`src/include/dgcs_defs.vh`:
```
// Constants of the global DMA control and status block.
// Assumes byte addressing on a 32-bit AXI4-Lite register bus.
`ifndef DGCS_DEFS_VH
`define DGCS_DEFS_VH

////////////////////////////////////////////////////////////////////////////////
// Register byte addresses
`define DGCS_ADDR_W 16
`define DGCS_CTRL_ADDR 16'h3000
`define DGCS_STAT_ADDR 16'h3010
`define DGCS_DST_PTR_ADDR 16'h3320
`define DGCS_CELL_PTR_ADDR 16'h3340
`define DGCS_PATTERN_ADDR 16'h3350

////////////////////////////////////////////////////////////////////////////////
// Field positions
`define DGCS_ENABLE_BIT 15
`define DGCS_SUSPEND_BIT 12
`define DGCS_ACTIVE_BIT 11
`define DGCS_DIR_BIT 3
`define DGCS_CHAN_MSB 2
`define DGCS_CHAN_LSB 0
`define DGCS_PTR_MSB 15
`define DGCS_PAT_MSB 7
`define DGCS_CTRL_LANE 1
`define DGCS_PAT_LANE 0

////////////////////////////////////////////////////////////////////////////////
// Reset values
`define DGCS_PTR_RESET 16'h0000
`define DGCS_PAT_RESET 8'h00
`define DGCS_CHAN_RESET 3'h0
`define DGCS_WORD_ZERO 32'h00000000

////////////////////////////////////////////////////////////////////////////////
// Bus responses
`define DGCS_RESP_OKAY 2'h0
`define DGCS_RESP_SLVERR 2'h2

////////////////////////////////////////////////////////////////////////////////
// Engine states
`define DGCS_ST_OFF 2'h0
`define DGCS_ST_RUN 2'h1
`define DGCS_ST_HOLD 2'h2

`endif

```
`src/hdl/dgcs_axil_slave.v`:
```
// AXI4-Lite slave front end: turns bus transfers into register strobes.
// Assumes the owner decodes addresses combinationally on the same clock.
`timescale 1ns/10ps
`include "dgcs_defs.vh"

module dgcs_axil_slave #(
   parameter ADDR_W = `DGCS_ADDR_W
) (
   // Clock and reset
   input wire clk_sys,
   input wire rst,
   // Write address and data
   input wire [ADDR_W-1:0] s_axi_awaddr,
   input wire s_axi_awvalid,
   output wire s_axi_awready,
   input wire [31:0] s_axi_wdata,
   input wire [3:0] s_axi_wstrb,
   input wire s_axi_wvalid,
   output wire s_axi_wready,
   // Write response
   output reg [1:0] s_axi_bresp,
   output reg s_axi_bvalid,
   input wire s_axi_bready,
   // Read address and data
   input wire [ADDR_W-1:0] s_axi_araddr,
   input wire s_axi_arvalid,
   output wire s_axi_arready,
   output reg [31:0] s_axi_rdata,
   output reg [1:0] s_axi_rresp,
   output reg s_axi_rvalid,
   input wire s_axi_rready,
   // Register strobes
   output wire regWrite,
   output wire [ADDR_W-1:0] regWriteAddr,
   output wire [31:0] regWriteData,
   output wire [3:0] regWriteStrb,
   input wire regWriteOk,
   output wire [ADDR_W-1:0] regReadAddr,
   input wire [31:0] regReadData,
   input wire regReadOk
);

   reg awHeld_reg;
   reg wHeld_reg;
   reg [ADDR_W-1:0] awAddr_reg;
   reg [31:0] wData_reg;
   reg [3:0] wStrb_reg;
   wire readTake;

   ////////////////////////////////////////////////////////////////////////////////
   // Write path
   assign s_axi_awready = !awHeld_reg && !s_axi_bvalid;
   assign s_axi_wready = !wHeld_reg && !s_axi_bvalid;
   assign regWrite = awHeld_reg && wHeld_reg && !s_axi_bvalid;
   assign regWriteAddr = awAddr_reg;
   assign regWriteData = wData_reg;
   assign regWriteStrb = wStrb_reg;

   always @(posedge clk_sys) begin
      if (rst) begin
         awHeld_reg <= 1'b0;
         wHeld_reg <= 1'b0;
         awAddr_reg <= {ADDR_W{1'b0}};
         wData_reg <= `DGCS_WORD_ZERO;
         wStrb_reg <= 4'h0;
         s_axi_bvalid <= 1'b0;
         s_axi_bresp <= `DGCS_RESP_OKAY;
      end else begin
         if (s_axi_awvalid && s_axi_awready) begin
            awHeld_reg <= 1'b1;
            awAddr_reg <= s_axi_awaddr;
         end
         if (s_axi_wvalid && s_axi_wready) begin
            wHeld_reg <= 1'b1;
            wData_reg <= s_axi_wdata;
            wStrb_reg <= s_axi_wstrb;
         end
         if (regWrite) begin
            awHeld_reg <= 1'b0;
            wHeld_reg <= 1'b0;
            s_axi_bvalid <= 1'b1;
            s_axi_bresp <= regWriteOk ? `DGCS_RESP_OKAY : `DGCS_RESP_SLVERR;
         end else if (s_axi_bvalid && s_axi_bready) begin
            s_axi_bvalid <= 1'b0;
         end
      end
   end

   ////////////////////////////////////////////////////////////////////////////////
   // Read path: data sampled at the address handshake
   assign s_axi_arready = !s_axi_rvalid;
   assign readTake = s_axi_arvalid && s_axi_arready;
   assign regReadAddr = s_axi_araddr;

   always @(posedge clk_sys) begin
      if (rst) begin
         s_axi_rvalid <= 1'b0;
         s_axi_rdata <= `DGCS_WORD_ZERO;
         s_axi_rresp <= `DGCS_RESP_OKAY;
      end else if (readTake) begin
         s_axi_rvalid <= 1'b1;
         s_axi_rdata <= regReadOk ? regReadData : `DGCS_WORD_ZERO;
         s_axi_rresp <= regReadOk ? `DGCS_RESP_OKAY : `DGCS_RESP_SLVERR;
      end else if (s_axi_rvalid && s_axi_rready) begin
         s_axi_rvalid <= 1'b0;
      end
   end

endmodule // dgcs_axil_slave

```
`src/hdl/dgcs_top.v`:
```
// Global control and status of a multi-channel DMA controller, with the
// channel 3 pointer and pattern registers, behind an AXI4-Lite slave.
// Assumes the channel engines run on clk_sys and report accesses in step.
`timescale 1ns/10ps
`include "dgcs_defs.vh"

module dgcs_top #(
   parameter ADDR_W = `DGCS_ADDR_W,
   parameter CHAN_W = 3,
   parameter PTR_W = 16,
   parameter PAT_W = 8
) (
   // Clock and reset
   input wire clk_sys,
   input wire rst,
   // AXI4-Lite write address and data
   input wire [ADDR_W-1:0] s_axi_awaddr,
   input wire s_axi_awvalid,
   output wire s_axi_awready,
   input wire [31:0] s_axi_wdata,
   input wire [3:0] s_axi_wstrb,
   input wire s_axi_wvalid,
   output wire s_axi_wready,
   // AXI4-Lite write response
   output wire [1:0] s_axi_bresp,
   output wire s_axi_bvalid,
   input wire s_axi_bready,
   // AXI4-Lite read
   input wire [ADDR_W-1:0] s_axi_araddr,
   input wire s_axi_arvalid,
   output wire s_axi_arready,
   output wire [31:0] s_axi_rdata,
   output wire [1:0] s_axi_rresp,
   output wire s_axi_rvalid,
   input wire s_axi_rready,
   // Channel engine activity
   input wire engineBusy,
   input wire busAccess,
   input wire busAccessRead,
   input wire [CHAN_W-1:0] busAccessChannel,
   // Channel 3 progress from its engine
   input wire ptrUpdate,
   input wire [PTR_W-1:0] destinationProgressPointer,
   input wire [PTR_W-1:0] cellProgressPointer,
   // Global controls to the channel engines
   output reg moduleEnable,
   output reg transferGrant,
   output wire [PAT_W-1:0] matchPatternValue
);

   // Register state
   reg enable_reg;
   reg suspend_reg;
   reg lastDirRead_reg;
   reg [CHAN_W-1:0] lastChannel_reg;
   reg [PTR_W-1:0] dstPtr_reg;
   reg [PTR_W-1:0] cellPtr_reg;
   reg [PAT_W-1:0] pattern_reg;
   reg [1:0] state_reg;
   reg [1:0] state_next;

   // Engine gate states
   localparam [1:0] ST_OFF = `DGCS_ST_OFF;
   localparam [1:0] ST_RUN = `DGCS_ST_RUN;
   localparam [1:0] ST_HOLD = `DGCS_ST_HOLD;

   // Bus strobes
   wire regWrite;
   wire [ADDR_W-1:0] regWriteAddr;
   wire [31:0] regWriteData;
   wire [3:0] regWriteStrb;
   wire [ADDR_W-1:0] regReadAddr;
   reg [31:0] regReadData;
   wire regWriteOk;
   wire regReadOk;
   wire moduleActive;
   wire ctrlWrite;
   wire patWrite;

   ////////////////////////////////////////////////////////////////////////////////
   // Address decode, shared by the read and write paths
   function isMapped;
      input [ADDR_W-1:0] addr;
      begin
         isMapped = (addr == `DGCS_CTRL_ADDR) || (addr == `DGCS_STAT_ADDR) ||
                    (addr == `DGCS_DST_PTR_ADDR) || (addr == `DGCS_CELL_PTR_ADDR) ||
                    (addr == `DGCS_PATTERN_ADDR);
      end
   endfunction

   // Zero-extend a narrow field to a bus word
   function [31:0] zeroExtend16;
      input [15:0] value;
      begin
         zeroExtend16 = {16'h0000, value};
      end
   endfunction

   ////////////////////////////////////////////////////////////////////////////////
   // Bus front end
   dgcs_axil_slave #(
      .ADDR_W(ADDR_W)
   ) u_slave (
      .clk_sys(clk_sys),
      .rst(rst),
      .s_axi_awaddr(s_axi_awaddr),
      .s_axi_awvalid(s_axi_awvalid),
      .s_axi_awready(s_axi_awready),
      .s_axi_wdata(s_axi_wdata),
      .s_axi_wstrb(s_axi_wstrb),
      .s_axi_wvalid(s_axi_wvalid),
      .s_axi_wready(s_axi_wready),
      .s_axi_bresp(s_axi_bresp),
      .s_axi_bvalid(s_axi_bvalid),
      .s_axi_bready(s_axi_bready),
      .s_axi_araddr(s_axi_araddr),
      .s_axi_arvalid(s_axi_arvalid),
      .s_axi_arready(s_axi_arready),
      .s_axi_rdata(s_axi_rdata),
      .s_axi_rresp(s_axi_rresp),
      .s_axi_rvalid(s_axi_rvalid),
      .s_axi_rready(s_axi_rready),
      .regWrite(regWrite),
      .regWriteAddr(regWriteAddr),
      .regWriteData(regWriteData),
      .regWriteStrb(regWriteStrb),
      .regWriteOk(regWriteOk),
      .regReadAddr(regReadAddr),
      .regReadData(regReadData),
      .regReadOk(regReadOk)
   );

   assign regWriteOk = isMapped(regWriteAddr);
   assign regReadOk = isMapped(regReadAddr);

   // Only the lanes that hold a writable field take effect
   assign ctrlWrite = regWrite && (regWriteAddr == `DGCS_CTRL_ADDR) &&
                      regWriteStrb[`DGCS_CTRL_LANE];
   assign patWrite = regWrite && (regWriteAddr == `DGCS_PATTERN_ADDR) &&
                     regWriteStrb[`DGCS_PAT_LANE];

   ////////////////////////////////////////////////////////////////////////////////
   // Control register: enable and suspend
   always @(posedge clk_sys) begin
      if (rst) begin
         enable_reg <= 1'b0;
         suspend_reg <= 1'b0;
      end else if (ctrlWrite) begin
         enable_reg <= regWriteData[`DGCS_ENABLE_BIT];
         suspend_reg <= regWriteData[`DGCS_SUSPEND_BIT];
      end
   end

   ////////////////////////////////////////////////////////////////////////////////
   // Engine gate: off, running, or held for the CPU
   always @* begin
      case (state_reg)
         ST_OFF: begin
            if (enable_reg && suspend_reg) begin
               state_next = ST_HOLD;
            end else if (enable_reg) begin
               state_next = ST_RUN;
            end else begin
               state_next = ST_OFF;
            end
         end
         ST_RUN: begin
            if (!enable_reg) begin
               state_next = ST_OFF;
            end else if (suspend_reg) begin
               state_next = ST_HOLD;
            end else begin
               state_next = ST_RUN;
            end
         end
         ST_HOLD: begin
            if (!enable_reg) begin
               state_next = ST_OFF;
            end else if (!suspend_reg) begin
               state_next = ST_RUN;
            end else begin
               state_next = ST_HOLD;
            end
         end
         default: begin
            state_next = ST_OFF;
         end
      endcase
   end

   always @(posedge clk_sys) begin
      if (rst) begin
         state_reg <= ST_OFF;
         moduleEnable <= 1'b0;
         transferGrant <= 1'b0;
      end else begin
         state_reg <= state_next;
         moduleEnable <= (state_next != ST_OFF);
         transferGrant <= (state_next == ST_RUN);
      end
   end

   // Active while enabled, or while an engine still finishes a transfer
   assign moduleActive = moduleEnable || engineBusy;

   ////////////////////////////////////////////////////////////////////////////////
   // Status: direction and channel of the latest bus access
   always @(posedge clk_sys) begin
      if (rst) begin
         lastDirRead_reg <= 1'b0;
         lastChannel_reg <= `DGCS_CHAN_RESET;
      end else if (busAccess) begin
         lastDirRead_reg <= busAccessRead;
         lastChannel_reg <= busAccessChannel;
      end
   end

   ////////////////////////////////////////////////////////////////////////////////
   // Channel 3 pointers and pattern
   always @(posedge clk_sys) begin
      if (rst) begin
         dstPtr_reg <= `DGCS_PTR_RESET;
         cellPtr_reg <= `DGCS_PTR_RESET;
      end else if (ptrUpdate) begin
         dstPtr_reg <= destinationProgressPointer;
         cellPtr_reg <= cellProgressPointer;
      end
   end

   always @(posedge clk_sys) begin
      if (rst) begin
         pattern_reg <= `DGCS_PAT_RESET;
      end else if (patWrite) begin
         pattern_reg <= regWriteData[`DGCS_PAT_MSB:0];
      end
   end

   assign matchPatternValue = pattern_reg;

   ////////////////////////////////////////////////////////////////////////////////
   // Read mux; every bit not named below reads as zero
   always @* begin
      regReadData = `DGCS_WORD_ZERO;
      case (regReadAddr)
         `DGCS_CTRL_ADDR: begin
            regReadData[`DGCS_ENABLE_BIT] = enable_reg;
            regReadData[`DGCS_SUSPEND_BIT] = suspend_reg;
            regReadData[`DGCS_ACTIVE_BIT] = moduleActive;
         end
         `DGCS_STAT_ADDR: begin
            regReadData[`DGCS_DIR_BIT] = lastDirRead_reg;
            regReadData[`DGCS_CHAN_MSB:`DGCS_CHAN_LSB] = lastChannel_reg;
         end
         `DGCS_DST_PTR_ADDR: begin
            regReadData = zeroExtend16(dstPtr_reg);
         end
         `DGCS_CELL_PTR_ADDR: begin
            regReadData = zeroExtend16(cellPtr_reg);
         end
         `DGCS_PATTERN_ADDR: begin
            regReadData[`DGCS_PAT_MSB:0] = pattern_reg;
         end
         default: begin
            regReadData = `DGCS_WORD_ZERO;
         end
      endcase
   end

endmodule // dgcs_top

```
`config.mk`:
```
export PLATFORM = sky130hd
export DESIGN_NAME = dgcs_top
export DESIGN_NICKNAME = d
export VERILOG_FILES = /design/src/hdl/dgcs_axil_slave.v /design/src/hdl/dgcs_top.v
export VERILOG_INCLUDE_DIRS = /design/src /design/src/include
export SDC_FILE = /design/constraint.sdc
export NUM_CORES = 1
export LEC_CHECK = 0
export ABC_AREA = 1
export BUFFER_PORTS_ARGS = -buffer_cell sky130_fd_sc_hd__buf_2
export CAP_MARGIN = 20
export CORE_MARGIN = 2
export CORE_UTILIZATION = 37
export DETAILED_ROUTE_END_ITERATION = 8
export PLACE_DENSITY = 0.71
export SLEW_MARGIN = 20
export SYNTH_ARGS = -nofsm -noshare
export SYNTH_HDL_FRONTEND = slang
export SYNTH_SLANG_ARGS = --single-unit
```
`constraint.sdc`:
```
create_clock -name clk_sys -period 2.5 [get_ports clk_sys]
set_input_delay 0.5 -clock clk_sys [delete_from_list [all_inputs] [get_ports clk_sys]]
set_output_delay 0.5 -clock clk_sys [all_outputs]
set_load 0.005 [all_outputs]
```
==> reports/metrics.csv <==
metric;value;unit
Slew @ Worst Pin;726;ps
final wirelength;11000;um
worst min path class;input pin to flip-flop;
Finished Layout Cells;852;
first drt pass iteration count;4;
RSZ-0062 raised after global routing;no;
worst endpoint required time;2770;ps
Worst-path clk slew;60;ps
# setup viols final;0;
setup TNS;0;ps
final hold vios;0;
Diodes inserted;0;
Max clock buf depth;2;
Die X;114;um
first-pass GRT wire length;17400;um
CP Launch Type;input pin;
worst slack, placed;592;ps
fraction of registers with async set/reset;0;%
synthesized area;4470;um^2
IO Port Bufs;122;
relative slew slack;51.5;%
die area;13000;um^2
drt via density;4.71;
status;finished clean;
I/O pins;165;
leakage power;2.53;nW
post-synth top area share;44.8;%
post-route ant nets;0;
main flop type after synthesis;dfxtp_1;
drt drc;0;
synthesized area per cell;7.52;um^2
Resized cells post-CTS;0;
synth unique cells;33;
clock skew;3.86;ps
Core Util, Final;45.1;%
Crit Path Max Fanout;42;
number of synthesized flops with an enable pin;0;
area delta synth->final;20.1;%
Num CTS Buffers;9;
Tcrit/Tclk final;62.0;%
post-route cell area;5370;um^2
CTS tree;built;
clock root buffer master;clkbuf_16;
vias in the first global route;3620;
vias;4009;
synthesis-stage register bit count;100;
Yosys top cell by area;dfxtp_1;
Crit. End Element;flip-flop;
Synth Instances;594;
CTS hold repair buffers;0;
Fill cells;1243;
total power;3.49;mW
Fin Hold WS;378;ps
Commonest cells post-synth;nor2_1 (144), dfxtp_1 (100), o21ai_0 (74);
Critical Path AT;1820;ps
HPWL after DPL;7850;um
Wirelength per Cell;12.9;um
clock sink total;100;
Placed Area;5070;um^2
H-tree Lvls;3;
Final WS setup;949;ps
dpl cells;838;
nets@finish;818;
area of the multi-input gates;2130;um^2
Initial Util;37.5;%
initial drt markers;220;
highest clock rate;0.645;GHz
worst vdd ir;282;uV
GPL Wtd Cong;0.791;
Reg area;2000;um^2
DIE HEIGHT;114;um
total gr overflow;0;
initial antenna violation count;0;
PD cells;650;nW/um^2
largest net degree at the start of global routing;43;
synth top area cells;dfxtp_1 (45%), nor2_1 (12%), o21ai_0 (8.3%);
Final Max Tran Viols;0;
Max Cap Viol;0;
top-count cell post-synth;nor2_1;
layout cells sized above 1;27.2;%
clock latency on the worst-skew pair;340;ps
post-synthesis sequential area ratio;44.8;%
post-CTS setup repair buffer count;0;
Final min period;1550;ps
crit path kind;input pin to flip-flop;
global-route usage over all layers;16.9;%
area of the core;11900;um^2
Synth warnings;0;
# rows;40;
metal layers:
layer	GRT usage [%]	wire, um
met5	0	0
met1	22.9	5230
met3	3.88	702
met4	6.99	212
met2	26.1	4870
worst max-delay path: stages:
cell	delay, ps
buf_2	90
nor2_1	120
nand2_2	120
nor2_8	490
nand3_1	150
nand3_1	120
nand2_1	50
a21oi_1	150
area by class of cell:
cell class	count	share of cell area, %
Timing Repair Buffer	129	12.4
Inverter	26	1.82
Sequential cell	100	37.3
Clock inverter	2	0.653
Clock buffer	12	4.78
Multi-Input combinational cell	436	39.7
Tap cell	147	3.43
cells by family (layout without fill, tap and decap cells):
family / after synthesis / after routing / synth area share [%]
AO/OA/AOI/OAI: 108 / 108 / 12.9
flip-flops: 100 / 100 / 44.8
AND/OR/NAND/NOR: 308 / 308 / 32.6
adder cells (fa/ha/maj): 2 / 2 / 0.560
other: 1 / 18 / 0.0839
buffers and inverters: 75 / 169 / 9.01
where the power goes:
part	switching, mW	internal, mW	total (mW)
clock network	0.560	0.818	1.38
registers	0.0536	1.69	1.74
logic	0.222	0.141	0.363
total	0.836	2.65	3.49
path summary, 6_finish.rpt:
check	slack, ps	start	to	cells past startpoint
max	950	s_axi_araddr[15]	u_slave.s_axi_rdata[7]$_SDFFE_PP0P_	8
min	380	cellProgressPointer[4]	cellPtr_reg[4]$_SDFFE_PP0P_	3
max reg2reg	1020	u_slave.wHeld_reg$_SDFFE_PP0P_	matchPatternValue[6]$_SDFFE_PP0P_	5
min reg2reg	460	u_slave.regWriteAddr[1]$_SDFFE_PP0P_	u_slave.regWriteAddr[1]$_SDFFE_PP0P_	2
cells in the final DEF (no fill, tap or decap):
cell type  count
nand2_4        2
nand2_1       62
clkinv_2       1
o21a_1         1
o21ai_0       74
nor2_2        13
nor2_4         2
nand3b_1       1
nor2_8         3
nor3_1        10
nor3_4         1
conb_1        18
inv_2          3
nor4_1         4
inv_1         22
or2_2          1
a21oi_1       24
clkbuf_8       2
ha_1           2
or2_1          1
dfxtp_1      100
nand4_1        1
nor3_2         2
and2_1         1
nand2_2        4
nand3_1       46
buf_2        122
a21oi_2        9
nand3_2       10
clkbuf_1       1
bufinv_16      1
clkbuf_16      9
clkinv_1       1
nor2_1       144
buf_4          7
Note: power is estimated with default switching activity, not from simulation.
